$ cat src/rtl/qct_params.svh
/*
 * Constants for the four-channel counter/timer: control word field positions,
 * reset values and prescaler terminal counts.
 * Assumes it is included by bare name from the package and the design module.
 */
`ifndef QCT_PARAMS_SVH
`define QCT_PARAMS_SVH

// ************************************************************
// Control word fields
// ************************************************************
`define QCT_CW_CONTROL    0   // 1: control word, 0: vector byte
`define QCT_CW_SOFT_RESET 1   // Stop the channel
`define QCT_CW_TC_FOLLOWS 2   // Next write to this channel is the reload constant
`define QCT_CW_EXT_START  3   // Timer waits for a trigger edge before it runs
`define QCT_CW_RISING     4   // 1: rising trigger edge, 0: falling
`define QCT_CW_DIV256     5   // 1: prescale by 256, 0: by 16
`define QCT_CW_COUNTER    6   // 1: counter mode, 0: timer mode
`define QCT_CW_INT_EN     7   // Zero count raises an interrupt request

// ************************************************************
// Reset values and counts
// ************************************************************
`define QCT_CTRL_RESET    8'h00
`define QCT_TC_RESET      8'h00
`define QCT_VEC_RESET     5'h00
`define QCT_PRESC_END16   8'h0f
`define QCT_PRESC_END256  8'hff
`define QCT_NUM_CHAN      4
`define QCT_NUM_ZC        3

`endif

$ cat src/rtl/qct_pkg.sv
/*
 * Types shared by the four-channel counter/timer design.
 * Assumes qct_params.svh is on the include path.
 */
`include "qct_params.svh"

package qct_pkg;

	// Channel run state, one-hot
	typedef enum logic [2:0] {
		QCT_IDLE      = 3'b001,
		QCT_WAIT_TRIG = 3'b010,
		QCT_RUN       = 3'b100
	} qct_state_t;

	// Everything one channel remembers
	typedef struct packed {
		logic [7:0] ctrl;
		logic [7:0] tconst;
		logic [7:0] count;
		logic [7:0] presc;
		logic       tc_follow;
		logic       pending;
		qct_state_t state;
	} qct_chan_t;

	// Host bus pins, active-high view after synchronising
	typedef struct packed {
		logic       ce;
		logic       iorq;
		logic       rd;
		logic       m1;
		logic [1:0] sel;
		logic [7:0] data;
	} qct_bus_t;

endpackage

$ cat src/rtl/qct_top.sv
/*
 * Four-channel counter/timer with host port, per-channel prescaler,
 * auto-reloading down-counters, zero-count pulses and a vectored priority chain.
 * Assumes: one 10 MHz clock; all host and trigger pins are asynchronous and are
 * synchronised here, so host strobes must last several clock periods.
 */
`include "qct_params.svh"

module qct_top
	import qct_pkg::*;
(
	input  wire logic        clock,
	input  wire logic        rst,
	input  wire logic        chip_enable_n,
	input  wire logic        io_request_n,
	input  wire logic        io_read_n,
	input  wire logic        machine_cycle_n,
	input  wire logic        channel_select_low,
	input  wire logic        channel_select_high,
	input  wire logic [7:0]  data_in,
	output logic      [7:0]  data_out,
	output logic             data_oe_n,
	input  wire logic [3:0]  trigger_in,
	output logic      [2:0]  zero_count_pulse_out,
	output logic             interrupt_request_n,
	input  wire logic        priority_chain_in,
	output logic             priority_chain_out
);

	// ************************************************************
	// Functions
	// ************************************************************

	// Selected edge on a synchronised trigger
	function automatic logic trig_edge(input logic now, input logic prev, input logic rising);
		trig_edge = rising ? (now & ~prev) : (~now & prev);
	endfunction

	// Lowest-numbered pending channel wins
	function automatic logic [1:0] first_pending(input logic [3:0] pend);
		first_pending = 2'h0;
		for (int i = 3; i >= 0; i--) begin
			if (pend[i]) begin
				first_pending = 2'(i);
			end
		end
	endfunction

	// ************************************************************
	// Input synchronisers
	// ************************************************************
	qct_bus_t   bus_raw;
	qct_bus_t   bus_s1_r;
	qct_bus_t   bus_s2_r;
	logic [3:0] trig_s1_r;
	logic [3:0] trig_s2_r;
	logic [3:0] trig_d_r;
	logic       chain_s1_r;
	logic       chain_s2_r;

	// Select pins form the channel number, high select as msb
	assign bus_raw = '{ce: ~chip_enable_n, iorq: ~io_request_n, rd: ~io_read_n,
		m1: ~machine_cycle_n, sel: {channel_select_high, channel_select_low}, data: data_in};

	// Two stages on every pin; the third trigger stage only feeds edge detection
	always_ff @(posedge clock or posedge rst) begin
		if (rst) begin
			bus_s1_r   <= '0;
			bus_s2_r   <= '0;
			trig_s1_r  <= 4'h0;
			trig_s2_r  <= 4'h0;
			trig_d_r   <= 4'h0;
			chain_s1_r <= 1'b0;
			chain_s2_r <= 1'b0;
		end else begin
			bus_s1_r   <= bus_raw;
			bus_s2_r   <= bus_s1_r;
			trig_s1_r  <= trigger_in;
			trig_s2_r  <= trig_s1_r;
			trig_d_r   <= trig_s2_r;
			chain_s1_r <= priority_chain_in;
			chain_s2_r <= chain_s1_r;
		end
	end

	// ************************************************************
	// Bus cycle decode
	// ************************************************************
	logic wr_act;
	logic rd_act;
	logic ack_act;

	assign wr_act  = bus_s2_r.ce & bus_s2_r.iorq & ~bus_s2_r.rd & ~bus_s2_r.m1;
	assign rd_act  = bus_s2_r.ce & bus_s2_r.iorq & bus_s2_r.rd & ~bus_s2_r.m1;
	assign ack_act = bus_s2_r.iorq & bus_s2_r.m1;

	// ************************************************************
	// Channel and output state
	// ************************************************************
	qct_chan_t  ch_r   [`QCT_NUM_CHAN];
	qct_chan_t  ch_nxt [`QCT_NUM_CHAN];
	logic [4:0] vec_hi_r;
	logic [4:0] vec_hi_nxt;
	logic       wr_prev_r;
	logic       ack_prev_r;
	logic [7:0] dout_r;
	logic [7:0] dout_nxt;
	logic       drive_r;
	logic       drive_nxt;
	logic [2:0] zc_r;
	logic [2:0] zc_nxt;
	logic [3:0] pend_vec;
	logic       wr_pulse;
	logic       ack_end;

	always_comb begin
		for (int i = 0; i < `QCT_NUM_CHAN; i++) begin
			pend_vec[i] = ch_r[i].pending;
		end
	end

	// A write acts once, on the first cycle the synchronised strobe is seen
	assign wr_pulse = wr_act & ~wr_prev_r;
	// Pending is retired when the acknowledge ends, after the vector was read
	assign ack_end  = ~ack_act & ack_prev_r & chain_s2_r & (|pend_vec);

	// Next state for every channel, the vector and the bus outputs
	always_comb begin
		logic tick;
		logic zero;
		logic edge_seen;
		logic [7:0] pend_end;
		logic [3:0] zero_all;
		tick      = 1'b0;
		zero      = 1'b0;
		edge_seen = 1'b0;
		pend_end  = `QCT_PRESC_END16;
		vec_hi_nxt = vec_hi_r;
		zero_all   = 4'h0;
		for (int i = 0; i < `QCT_NUM_CHAN; i++) begin
			ch_nxt[i] = ch_r[i];
			tick      = 1'b0;
			zero      = 1'b0;
			edge_seen = trig_edge(trig_s2_r[i], trig_d_r[i], ch_r[i].ctrl[`QCT_CW_RISING]);
			pend_end  = ch_r[i].ctrl[`QCT_CW_DIV256] ? `QCT_PRESC_END256 : `QCT_PRESC_END16;
			// Counting: prescaler in timer mode, trigger edges in counter mode
			case (ch_r[i].state)
				QCT_IDLE: begin
					ch_nxt[i].presc = 8'h00;
				end
				QCT_WAIT_TRIG: begin
					ch_nxt[i].presc = 8'h00;
					if (edge_seen) begin
						ch_nxt[i].state = QCT_RUN;
					end
				end
				QCT_RUN: begin
					if (ch_r[i].ctrl[`QCT_CW_COUNTER]) begin
						tick = edge_seen;
					end else if (ch_r[i].presc == pend_end) begin
						ch_nxt[i].presc = 8'h00;
						tick = 1'b1;
					end else begin
						ch_nxt[i].presc = ch_r[i].presc + 8'h01;
					end
				end
				default: begin
					ch_nxt[i].state = QCT_IDLE;
				end
			endcase
			// Count 1 is the last; a constant of 0 thus gives 256 steps
			if (tick) begin
				if (ch_r[i].count == 8'h01) begin
					zero = 1'b1;
					ch_nxt[i].count = ch_r[i].tconst;
				end else begin
					ch_nxt[i].count = ch_r[i].count - 8'h01;
				end
			end
			zero_all[i] = zero;
			// Clears come first so that a zero count in the same cycle still wins
			if (ack_end && first_pending(pend_vec) == 2'(i)) begin
				ch_nxt[i].pending = 1'b0;
			end
			// Host write to the selected channel only
			if (wr_pulse && bus_s2_r.sel == 2'(i)) begin
				if (ch_r[i].tc_follow) begin
					ch_nxt[i].tconst    = bus_s2_r.data;
					ch_nxt[i].tc_follow = 1'b0;
					// Running channels pick the new value up at the next zero
					if (ch_r[i].state == QCT_IDLE) begin
						ch_nxt[i].count = bus_s2_r.data;
						ch_nxt[i].state = (!ch_r[i].ctrl[`QCT_CW_COUNTER] && ch_r[i].ctrl[`QCT_CW_EXT_START])
							? QCT_WAIT_TRIG : QCT_RUN;
					end
				end else if (bus_s2_r.data[`QCT_CW_CONTROL]) begin
					ch_nxt[i].ctrl      = bus_s2_r.data;
					ch_nxt[i].tc_follow = bus_s2_r.data[`QCT_CW_TC_FOLLOWS];
					if (bus_s2_r.data[`QCT_CW_SOFT_RESET]) begin
						ch_nxt[i].state   = QCT_IDLE;
						ch_nxt[i].pending = 1'b0;
					end
					if (!bus_s2_r.data[`QCT_CW_INT_EN]) begin
						ch_nxt[i].pending = 1'b0;
					end
				end else if (i == 0) begin
					vec_hi_nxt = bus_s2_r.data[7:3];
				end
			end
			// Set last: a zero count beats a host clear in the same cycle
			if (zero && ch_r[i].ctrl[`QCT_CW_INT_EN]) begin
				ch_nxt[i].pending = 1'b1;
			end
		end
		// The last channel has no pulse pin, so its zero is dropped here
		zc_nxt = zero_all[`QCT_NUM_ZC-1:0];
		// Read port and acknowledge both drive data from flip-flops
		dout_nxt  = 8'h00;
		drive_nxt = 1'b0;
		if (rd_act) begin
			dout_nxt  = ch_r[bus_s2_r.sel].count;
			drive_nxt = 1'b1;
		end else if (ack_act && chain_s2_r && (|pend_vec)) begin
			dout_nxt  = {vec_hi_r, first_pending(pend_vec), 1'b0};
			drive_nxt = 1'b1;
		end
	end

	always_ff @(posedge clock or posedge rst) begin
		if (rst) begin
			for (int i = 0; i < `QCT_NUM_CHAN; i++) begin
				ch_r[i] <= '{ctrl: `QCT_CTRL_RESET, tconst: `QCT_TC_RESET, count: 8'h00,
					presc: 8'h00, tc_follow: 1'b0, pending: 1'b0, state: QCT_IDLE};
			end
			vec_hi_r   <= `QCT_VEC_RESET;
			wr_prev_r  <= 1'b0;
			ack_prev_r <= 1'b0;
			dout_r     <= 8'h00;
			drive_r    <= 1'b0;
			zc_r       <= 3'h0;
		end else begin
			for (int i = 0; i < `QCT_NUM_CHAN; i++) begin
				ch_r[i] <= ch_nxt[i];
			end
			vec_hi_r   <= vec_hi_nxt;
			wr_prev_r  <= wr_act;
			ack_prev_r <= ack_act;
			dout_r     <= dout_nxt;
			drive_r    <= drive_nxt;
			zc_r       <= zc_nxt;
		end
	end

	// ************************************************************
	// Outputs
	// ************************************************************
	assign data_out             = dout_r;
	assign data_oe_n            = ~drive_r;
	assign zero_count_pulse_out = zc_r;
	// No in-service tracking: the chain opens again as soon as nothing is pending
	assign interrupt_request_n  = ~(|pend_vec);
	assign priority_chain_out   = chain_s2_r & ~(|pend_vec);

endmodule

$ cat config.mk
export PLATFORM = sky130hd
export DESIGN_NAME = qct_top
export DESIGN_NICKNAME = d
export VERILOG_FILES = /design/src/rtl/qct_pkg.sv /design/src/rtl/qct_top.sv
export VERILOG_INCLUDE_DIRS = /design/src /design/src/rtl
export SDC_FILE = /design/constraint.sdc
export NUM_CORES = 1
export LEC_CHECK = 0
export ABC_CLOCK_PERIOD_IN_PS = 15300
export BUFFER_PORTS_ARGS = -buffer_cell sky130_fd_sc_hd__buf_2
export CAP_MARGIN = 40
export CORE_UTILIZATION = 40
export CTS_BUF_LIST = sky130_fd_sc_hd__clkbuf_8
export DETAILED_ROUTE_END_ITERATION = 8
export PLACE_DENSITY = 0.65
export SYNTH_ARGS = -nofsm -noshare
export SYNTH_HDL_FRONTEND = slang
export SYNTH_SLANG_ARGS = --single-unit
$ cat constraint.sdc
create_clock -name clock -period 15.3 [get_ports clock]
set_clock_uncertainty 0.2 [all_clocks]
set_input_delay 2.295 -clock clock [delete_from_list [all_inputs] [get_ports clock]]
set_output_delay 2.295 -clock clock [all_outputs]
set_load 0.005 [all_outputs]
==> metrics.log, run 1 <==
INFO  metric cts_resized = 0
INFO  metric multi_input_area = 4320 µm²
INFO  metric setup_tns = 0 ns
INFO  metric totalWireLength = 22.1 mm
INFO  metric cts-buffers-inserted = 17
INFO  metric syn-mean-instance-area = 10.5 µm²
INFO  metric cts.reportedPaths.clkPinSlew = 0.10 ns
INFO  metric drt_first_iter_violations = 541
INFO  metric tritoncts = done
INFO  metric cellLeakagePower = 4.62 nW
INFO  metric most_common_library_cell_in_the_layout_ignoring_fill_and_taps = dfrtp_1
INFO  metric hold-path-endpoint = trig_s2_r[2]
INFO  metric design.portCount = 35
INFO  metric synthFlopType = dfrtp_1
INFO  metric ys_types = 80
INFO  metric vias_in_the_first_global_route = 6686
INFO  metric port-buffer-count = 34
INFO  metric post_synth_main_area_contributors = dfrtp_1, mux2_2, o21ai_0, nand2_1, a21oi_1
INFO  metric highest_metal_layer_with_signal_wires = met4
INFO  metric holdCritPathClass = reg2reg
INFO  metric final_min_period_over_clock_period = 0.291
INFO  metric clockRootBuffer = clkbuf_8
INFO  metric grt_start_max_net_pins = 90
INFO  metric setup_crit_end_kind = primary output
INFO  metric max_clock_freq = 224 MHz
INFO  metric hpwlAfterDp = 15.0 mm
INFO  metric timing.reg2reg.setup_slack = 12.41 ns
INFO  metric synth_warnings = 0
INFO  metric routed-wl-met3 = 957 µm
INFO  metric global_route.overflow_total = 0
INFO  metric synth.cell_area = 9580 µm²
INFO  metric asyncSetResetFlopFracSynth = 1.00
INFO  metric slowest_delay = 0.72 ns
INFO  metric clock_insertion_delay_worst_skew = 0.48 ns
INFO  metric synth.largest_area_cell = dfrtp_1
INFO  metric post-cts-setup-buffers = 0
INFO  metric reg2reg_from = bus_s2_r[8]
INFO  metric layout-area-overhead-vs-synth = 9.00%
INFO  metric dr.pass1.iters = 7
INFO  metric insertedDiodeCount = 0
INFO  metric design.final.nets = 967
INFO  metric ys_seq_area_frac = 0.515
INFO  metric fp-row-count = 56
INFO  metric crit_path_max_fanout = 5
INFO  metric die_area = 24600 µm²
INFO  metric numClockSinks = 197
INFO  metric vdd_drop_max = 0.0538 mV
INFO  metric critical_path.n_buffers_inverters = 1
INFO  metric chipHeight = 157 µm
INFO  metric global_route_wire_length_before_repair = 36.2 mm
INFO  metric path_cells = nor4_1 > and2_1 > buf_2
INFO  metric syn-num-nets = 948
INFO  metric holdCritStartpoint = trig_s1_r[2]
INFO  metric utilization = 0.445
INFO  metric final.setup.worst_slack = 10.84 ns
INFO  metric track_usage = 0.191
INFO  metric power_per_cell_area = 94.5 nW/µm²
INFO  metric placement.setup.worst_slack = 11.35 ns
INFO  metric chipWidth = 157 µm
INFO  metric maxSlewHeadroom = 0.415
INFO  metric critical_path.slowest_cell = nor4_1
INFO  metric antenna_found_initial = 0
INFO  metric clockBufferDepth = 2
INFO  metric area.sequential = 4930 µm²
INFO  metric floorplan.core_area = 23500 µm²
INFO  metric postSynthCellCount = 915
INFO  metric via_per_inst = 5.58
INFO  metric max_slew_vio_count = 0
INFO  metric detailed_route_wire_length_on_metal_1 = 10.8 mm
INFO  metric layout.cells.most_common_list = dfrtp_1, nand2_1, o21ai_0
INFO  metric detail_route.wl_per_cell = 17.5 µm
INFO  metric startpoint_type = flip-flop
INFO  metric initial_utilization = 0.408
INFO  metric gpl.final_weighted_congestion = 0.845
INFO  metric synthDominantCellAreaShare = 0.504
INFO  metric drc_errors = 0
INFO  metric outcome = completed
INFO  metric drv.max_cap_violation_count = 0
INFO  metric cts_h_tree_depth = 4
INFO  metric post_route_cells_drive_above_1_share = 0.171
INFO  metric postRouteAntennaNets = 0
INFO  metric detailroute.wirelength.met2 = 10.1 mm
INFO  metric synth-edff-count = 0
INFO  metric worst_path_dominant_cell_family = simple AND/OR/NAND/NOR gates
INFO  metric ctsHoldBuffers = 0
INFO  metric setup.worst_path.class = reg2out
INFO  metric worst_slew_pin_slew = 0.870 ns
INFO  metric setup_viol_count_final = 0
INFO  metric hold_ws = 0.157 ns
INFO  metric rsz0062_at_grt = no
INFO  metric worst-endpoint-arrival = 1.96 ns
INFO  metric num-fill-cells = 2208
INFO  metric required = 12.81 ns
INFO  metric period_needed = 4.46 ns
INFO  metric vias = 7054
INFO  metric worst-r2r-cell-count = 4
INFO  metric holdPathStages = 0
INFO  metric yosys_register_bits = 197
INFO  metric rr_endpoint = ch_r[94]
INFO  metric report.final.hold_viol_count = 0
-- report_power, final --
part           switching [mW]  total (mW)  internal, mW  leakage (nW)
combinational          0.0445      0.0851        0.0406          1.81
sequential             0.0300       0.573         0.543          2.62
clock                   0.193       0.329         0.135         0.191
-- sequential cells by signal, summed over array words and instances, names as in the netlist, 3 cells and up --
name and flops:
bus_s1_r 14, bus_s2_r 14, ch_r 136, data_out 8, trig_d_r 4, trig_s1_r 4, trig_s2_r 4, vec_hi_r 5
zero_count_pulse_out 3
-- through the flow --
step	area, µm²	power [mW]	instances
3_5_place_dp	10100	0.668	1234
2_1_floorplan	9580	0.640	915
5_1_grt	10400	1.03	1265
3_3_place_gp	10000	0.664	1231
4_1_cts	10400	0.996	1265
6_report	10400	0.987	1265
-- logic make-up (layout without fill, tap and decap cells) --
kind of cell | after synthesis | count (layout) | synth area share
flops | 197 | 197 | 0.515
simple gates | 306 | 306 | 0.172
buf+inv | 81 | 112 | 0.0337
fa+ha+maj | 12 | 12 | 0.0157
compound gates | 223 | 223 | 0.147
mux | 82 | 82 | 0.104
xor+xnor | 14 | 14 | 0.0128
-- worst register-to-register path, delay by kind of cell, from the launching register on --
kind / cells / cell delay [ns]
and+or+nand+nor: 3 / 1.49
AOI/OAI and AO/OA: 1 / 0.27
DFF: 1 / 0.83
-- layer usage --
metal,vias up,global-route usage
met5,-,0
met4,0,0.0532
met3,20,0.0368
met2,179,0.292
met1,3514,0.275
li1,3341,-
-- area by class of cell --
type,instances,share of cell area
flip-flops and latches,197,0.473
inverters,42,0.0158
clock inverters,13,0.0120
repair buffers,39,0.0237
clock buffers,18,0.0237
well taps,319,0.0382
multi-input cells,637,0.414
-- worst max path at each step --
stage / slack (ns) / to / cells past startpoint / from
floorplan: 7.44 / ack_prev_r / 1 / rst
global placement: 11.08 / ch_r[79] / 3 / rst
detailed placement: 11.35 / priority_chain_out / 3 / ch_r[40]
CTS: 10.80 / priority_chain_out / 3 / ch_r[40]
global route: 10.71 / priority_chain_out / 3 / ch_r[40]
finish: 10.84 / priority_chain_out / 3 / ch_r[40]
-- synthesized netlist by cell type (12+ instances only) --
master      n
nor2_1     59
ha_1       12
nand2b_1   17
clkbuf_1   25
inv_1      41
nand2_1    78
nand3_1    21
mux2_2     58
nor3b_1    12
o21ai_0    75
nor3_1     23
o31ai_1    18
dfrtp_1   193
mux2i_1    16
a21oi_1    45
(Power assumes the default switching activity.)
==> inputs of run 2 (changes only) <==
--- a/config.mk
+++ b/config.mk
@@ -6,7 +6,7 @@
 export SDC_FILE = /design/constraint.sdc
 export NUM_CORES = 1
 export LEC_CHECK = 0
-export ABC_CLOCK_PERIOD_IN_PS = 15300
+export ABC_CLOCK_PERIOD_IN_PS = 4500
 export BUFFER_PORTS_ARGS = -buffer_cell sky130_fd_sc_hd__buf_2
 export CAP_MARGIN = 40
 export CORE_UTILIZATION = 40
==> constraint.sdc (replaced) <==
create_clock -name clock -period 4.5 [get_ports clock]
set_clock_uncertainty 0.2 [all_clocks]
set_input_delay 0.675 -clock clock [delete_from_list [all_inputs] [get_ports clock]]
set_output_delay 0.675 -clock clock [all_outputs]
set_load 0.005 [all_outputs]
==> metrics.log, run 2 (synthesized netlist as in run 1, its figures left out) <==
INFO  metric clock_insertion_delay_worst_skew = 0.49 ns (was 0.48 ns)
INFO  metric ctsHoldBuffers = 0 (unchanged)
INFO  metric max_slew_vio_count = 0 (unchanged)
INFO  metric antenna_found_initial = 0 (unchanged)
INFO  metric die_area = 24600 µm² (unchanged)
INFO  metric design.final.nets = 970 (was 967)
INFO  metric outcome = completed (unchanged)
INFO  metric num-fill-cells = 2174 (was 2208)
INFO  metric most_common_library_cell_in_the_layout_ignoring_fill_and_taps = dfrtp_1 (unchanged)
INFO  metric insertedDiodeCount = 0 (unchanged)
INFO  metric layout-area-overhead-vs-synth = 9.34% (was 9.00%)
INFO  metric port-buffer-count = 34 (unchanged)
INFO  metric post_route_cells_drive_above_1_share = 0.174 (was 0.171)
INFO  metric drc_errors = 0 (unchanged)
INFO  metric totalWireLength = 22.2 mm (was 22.1 mm)
INFO  metric detail_route.wl_per_cell = 17.5 µm (about the same)
INFO  metric utilization = 0.446 (was 0.445)
INFO  metric path_cells = nor4_1 > and2_1 > buf_2 (unchanged)
INFO  metric slowest_delay = 0.87 ns (was 0.72 ns)
INFO  metric multi_input_area = 4320 µm² (unchanged)
INFO  metric post-cts-setup-buffers = 0 (unchanged)
INFO  metric critical_path.slowest_cell = nor4_1 (unchanged)
INFO  metric via_per_inst = 5.54 (was 5.58)
INFO  metric power_per_cell_area = 321 nW/µm² (was 94.5 nW/µm²)
INFO  metric drv.max_cap_violation_count = 0 (unchanged)
INFO  metric maxSlewHeadroom = 0.334 (was 0.415)
INFO  metric holdCritPathClass = in2async (was reg2reg)
INFO  metric power.total = 3.36 mW (was 987 µW)
INFO  metric area.sequential = 4930 µm² (unchanged)
INFO  metric hpwlAfterDp = 15.2 mm (was 15.0 mm)
INFO  metric largest_registers = ch_r: 136 flops, bus_s1_r: 14 flops, bus_s2_r: 14 flops (unchanged)
INFO  metric final.setup.worst_slack = 1.51 ns (was 10.84 ns)
INFO  metric setup_viol_count_final = 0 (unchanged)
INFO  metric cts-buffers-inserted = 17 (unchanged)
INFO  metric worst-endpoint-arrival = 2.12 ns (was 1.96 ns)
INFO  metric global_route_wire_length_before_repair = 36.3 mm (was 36.2 mm)
INFO  metric report.final.hold_viol_count = 0 (unchanged)
INFO  metric tritoncts = done (unchanged)
INFO  metric track_usage = 0.192 (was 0.191)
INFO  metric chipHeight = 157 µm (unchanged)
INFO  metric layout.cells.most_common_list = dfrtp_1, nand2_1, o21ai_0 (unchanged)
INFO  metric cellLeakagePower = 4.64 nW (was 4.62 nW)
INFO  metric final_min_period_over_clock_period = 0.665
INFO  metric fp-row-count = 56 (unchanged)
INFO  metric cts_resized = 0 (unchanged)
INFO  metric vias_in_the_first_global_route = 6701 (was 6686)
INFO  metric crit_path_max_fanout = 5 (unchanged)
INFO  metric global_route.overflow_total = 0 (unchanged)
INFO  metric rsz0062_at_grt = no (unchanged)
INFO  metric dr.pass1.iters = 5 (was 7)
INFO  metric period_needed = 2.99 ns
INFO  metric postRouteAntennaNets = 0 (unchanged)
INFO  metric largest_register = ch_r (unchanged)
INFO  metric floorplan.core_area = 23500 µm² (unchanged)
INFO  metric cts_h_tree_depth = 4 (unchanged)
INFO  metric vias = 7028 (was 7054)
INFO  metric setup_tns = 0 ns (unchanged)
INFO  metric vdd_drop_max = 0.177 mV (was 0.0538 mV)
INFO  metric chipWidth = 157 µm (unchanged)
INFO  metric max_clock_freq = 334 MHz
INFO  metric placement.setup.worst_slack = 1.80 ns (was 11.35 ns)
INFO  metric numClockSinks = 197 (unchanged)
INFO  metric cts.reportedPaths.clkPinSlew = 0.10 ns (about the same)
INFO  metric required = 3.62 ns (was 12.81 ns)
INFO  metric startpoint_type = flip-flop (unchanged)
INFO  metric setup_crit_end_kind = primary output (unchanged)
INFO  metric initial_utilization = 0.408 (unchanged)
INFO  metric grt_start_max_net_pins = 93 (was 90)
INFO  metric clockRootBuffer = clkbuf_8 (unchanged)
INFO  metric gpl.final_weighted_congestion = 0.885 (was 0.845)
INFO  metric drt_first_iter_violations = 621 (was 541)
INFO  metric clockBufferDepth = 2 (unchanged)
INFO  metric setup.worst_path.class = reg2out (unchanged)
INFO  metric max_ffs_per_register = 136 (unchanged)
INFO  metric worst_slew_pin_slew = 0.990 ns (was 0.870 ns)
INFO  metric design.portCount = 35 (unchanged)
==> run 2: cell count changes in the layout (fill, tap and decap cells not counted) <==
| cell | change |
|---|---|
| clkinv_4 | +2 |
| buf_12 | +1 |
| buf_2 | +1 |
| clkbuf_2 | +1 |
| clkbuf_8 | -1 |
| clkinv_2 | -1 |
| inv_1 | +1 |
==> run 2: worst max-delay path: cells and delay by family, from the launching register on <==
family	cells	cell delay (ns)
simple gates	2	1.09
flops	1	0.44
buf+inv	1	0.11
==> run 2: area by class of cell <==
class,count,share of cell area
Clock buffer,17,0.0223
Clock inverter,15,0.0139
Inverter,42,0.0154
Multi-Input combinational cell,637,0.413
Sequential cell,197,0.471
Tap cell,319,0.0381
Timing Repair Buffer,42,0.0265
==> run 2: power breakdown <==
part | internal (mW) | switching, mW
Sequential | 1.85 | 0.102
Clock | 0.453 | 0.668
Combinational | 0.140 | 0.152
Total | 2.44 | 0.923
==> run 2: metal layers <==
layer	vias to the layer above	share of wire	track usage
li1	3361	-	-
met1	3440	0.48	0.272
met2	192	0.44	0.295
met3	35	0.047	0.0294
met4	0	0.025	0.0770
met5	-	0	0
==> run 2: path summary, 6_finish.rpt <==
check                             startpoint                  to  slack [ns]  depth (start not counted)
worst min register to register   bus_s1_r[5]         bus_s2_r[5]        0.16                          0
worst max register to register  bus_s2_r[11]            ch_r[94]        1.76                          6
max in group asynchronous                rst             ch_r[0]        3.29                          4
worst max-delay path                ch_r[40]  priority_chain_out        1.51                          3
worst min-delay path                     rst         bus_s2_r[5]        0.06                          3
min in group clock                data_in[7]         bus_s1_r[7]        0.09                          1
==> run 2: through the flow <==
step | std cells | hold slack [ns] | cell area, µm²
after floorplan | 915 | 0.131 | 9580
after global placement | 1232 | 0.134 | 10000
after detailed placement | 1236 | 0.135 | 10100
after CTS | 1268 | 0.0483 | 10500
after global routing | 1269 | 0.0556 | 10500
final | 1269 | 0.0624 | 10500
==> inputs of run 3 (changes only) <==
--- a/config.mk
+++ b/config.mk
@@ -6,7 +6,7 @@
 export SDC_FILE = /design/constraint.sdc
 export NUM_CORES = 1
 export LEC_CHECK = 0
-export ABC_CLOCK_PERIOD_IN_PS = 4500
+export ABC_CLOCK_PERIOD_IN_PS = 3000
 export BUFFER_PORTS_ARGS = -buffer_cell sky130_fd_sc_hd__buf_2
 export CAP_MARGIN = 40
 export CORE_UTILIZATION = 40
==> constraint.sdc (replaced) <==
create_clock -name clock -period 3 [get_ports clock]
set_clock_uncertainty 0.2 [all_clocks]
set_input_delay 0.45 -clock clock [delete_from_list [all_inputs] [get_ports clock]]
set_output_delay 0.45 -clock clock [all_outputs]
set_load 0.005 [all_outputs]
==> metrics.log, run 3 (synthesized netlist as in run 1, its figures left out) <==
INFO  metric global_route_wire_length_before_repair = 36.0 mm (was 36.3 mm)
INFO  metric max_ffs_per_register = 136 (unchanged)
INFO  metric largest_registers = ch_r: 136 flops, bus_s1_r: 14 flops, bus_s2_r: 14 flops (unchanged)
INFO  metric largest_register = ch_r (unchanged)
INFO  metric vias = 7047 (was 7028)
INFO  metric initial_utilization = 0.408 (unchanged)
INFO  metric maxSlewHeadroom = 0.451 (was 0.334)
INFO  metric period_needed = 2.54 ns
INFO  metric postRouteAntennaNets = 0 (unchanged)
INFO  metric global_route.overflow_total = 0 (unchanged)
INFO  metric fin_cells = 1299 (was 1269)
INFO  metric via_per_inst = 5.42 (was 5.54)
INFO  metric utilization = 0.459 (was 0.446)
INFO  metric clockBufferDepth = 2 (unchanged)
INFO  metric cts.reportedPaths.clkPinSlew = 0.09 ns (was 0.10 ns)
INFO  metric final.setup.worst_slack = 0.457 ns (was 1.51 ns)
INFO  metric max_slew_vio_count = 0 (unchanged)
INFO  metric placement.setup.worst_slack = 0.514 ns (was 1.80 ns)
INFO  metric worst_slew_pin_slew = 0.823 ns (was 0.990 ns)
INFO  metric slowest_delay = 0.69 ns (was 0.87 ns)
INFO  metric vdd_drop_max = 0.220 mV (was 0.177 mV)
INFO  metric track_usage = 0.193 (was 0.192)
INFO  metric layout-area-overhead-vs-synth = 12.5% (was 9.34%)
INFO  metric hpwlAfterDp = 15.4 mm (was 15.2 mm)
INFO  metric startpoint_type = flip-flop (unchanged)
INFO  metric cts_h_tree_depth = 4 (unchanged)
INFO  metric path_cells = inv_1 > nor4_1 > nand2_1 > mux2_2 (was nor4_1 > and2_1 > buf_2)
INFO  metric port-buffer-count = 34 (unchanged)
INFO  metric design.portCount = 35 (unchanged)
INFO  metric layout.cells.most_common_list = dfrtp_1, nand2_1, o21ai_0 (unchanged)
INFO  metric critical_path.n_buffers_inverters = 1 (unchanged)
INFO  metric post_route_cells_drive_above_1_share = 0.173 (was 0.174)
INFO  metric worst-endpoint-arrival = 2.71 ns (was 2.12 ns)
INFO  metric totalWireLength = 22.0 mm (was 22.2 mm)
INFO  metric worst_path_dominant_cell_family = simple AND/OR/NAND/NOR gates (unchanged)
INFO  metric critical_path.slowest_cell = dfrtp_1 (was nor4_1)
INFO  metric vias_in_the_first_global_route = 6524 (was 6701)
INFO  metric max_clock_freq = 393 MHz
INFO  metric floorplan.core_area = 23500 µm² (unchanged)
INFO  metric dpl.cell_count = 1247 (was 1236)
INFO  metric final_min_period_over_clock_period = 0.848
INFO  metric tritoncts = done (unchanged)
INFO  metric numClockSinks = 197 (unchanged)
INFO  metric crit_path_max_fanout = 17 (was 5)
INFO  metric cts-buffers-inserted = 17 (unchanged)
INFO  metric die_area = 24600 µm² (unchanged)
INFO  metric power_per_cell_area = 474 nW/µm² (was 321 nW/µm²)
INFO  metric chipHeight = 157 µm (unchanged)
INFO  metric antenna_found_initial = 0 (unchanged)
INFO  metric setup_crit_end_kind = flip-flop (was primary output)
INFO  metric setup_viol_count_final = 0 (unchanged)
INFO  metric num-fill-cells = 2202 (was 2174)
INFO  metric most_common_library_cell_in_the_layout_ignoring_fill_and_taps = dfrtp_1 (unchanged)
INFO  metric layout.cell_area.non_filler = 10800 µm² (was 10500 µm²)
INFO  metric cellLeakagePower = 4.79 nW (was 4.64 nW)
INFO  metric clock_insertion_delay_worst_skew = 0.48 ns (was 0.49 ns)
INFO  metric setup.worst_path.class = reg2reg (was reg2out)
INFO  metric rsz0062_at_grt = no (unchanged)
INFO  metric insertedDiodeCount = 0 (unchanged)
INFO  metric holdCritPathClass = reg2reg (was in2async)
INFO  metric detail_route.wl_per_cell = 17.0 µm (was 17.5 µm)
INFO  metric drc_errors = 0 (unchanged)
INFO  metric drt_first_iter_violations = 595 (was 621)
INFO  metric dr.pass1.iters = 5 (unchanged)
INFO  metric report.final.hold_viol_count = 0 (unchanged)
INFO  metric chipWidth = 157 µm (unchanged)
INFO  metric fp-row-count = 56 (unchanged)
INFO  metric hold_ws = 0.153 ns (was 0.0624 ns)
INFO  metric clockRootBuffer = clkbuf_8 (unchanged)
INFO  metric drv.max_cap_violation_count = 0 (unchanged)
INFO  metric gpl.final_weighted_congestion = 0.869 (was 0.885)
INFO  metric required = 3.17 ns (was 3.62 ns)
INFO  metric outcome = completed (unchanged)
INFO  metric postPlaceCellArea = 10200 µm² (was 10100 µm²)
INFO  metric grt_start_max_net_pins = 40 (was 93)
INFO  metric design.final.nets = 1000 (was 970)
INFO  metric post-cts-setup-buffers = 0 (unchanged)
run 3: metrics by stage:
step | total power, mW | TNS, ns
after floorplan | 3.26 | -37.27
after global placement | 3.42 | 0
after detailed placement | 3.43 | 0
after CTS | 5.17 | 0
after global routing | 5.34 | 0
final | 5.11 | 0
run 3: worst paths after layout:
path	from	end	slack, ns	cells after the start
setup / recovery	bus_s2_r[9]	ch_r[24]	0.46	4
hold reg to reg	trig_s1_r[3]	trig_s2_r[3]	0.15	0
hold / removal	trig_s1_r[3]	trig_s2_r[3]	0.15	0
setup reg to reg	bus_s2_r[9]	ch_r[24]	0.46	4
min in group asynchronous	rst	ch_r[48]	0.32	3
max in group asynchronous	rst	ch_r[0]	1.66	4
run 3: layer usage:
metal	wire (µm)	track usage	part of all wire
met5	0	0	0
met4	361	0.0593	0.016
met3	1000	0.0371	0.045
met2	9790	0.290	0.44
met1	10900	0.279	0.49
run 3: worst reg2reg max path: cells and delay by family (launching register included):
kind / cells / cell delay [ns]
AND/OR/NAND/NOR: 2 / 1.06
flip-flops: 1 / 0.69
multiplexers: 1 / 0.37
buffers and inverters: 1 / 0.12
run 3: final cells by class:
class / instances / area, µm² / share of cell area
sequential: 197 / 4930 / 0.458
multi-input combinational: 637 / 4320 / 0.401
timing repair buffer: 72 / 568 / 0.0527
tap: 319 / 399 / 0.0370
clock buffer: 17 / 234 / 0.0217
inverter: 42 / 161 / 0.0150
clock inverter: 15 / 154 / 0.0143
run 3: what timing repair did:
action,4_1_cts,5_1_grt
hold endpoints to repair,28,0
resized for setup,0,0
hold buffers,20,0
run 3: where the power goes:
group          switching (mW)  internal [mW]
registers               0.146           2.77
logic                   0.244          0.234
clock network           0.913          0.805
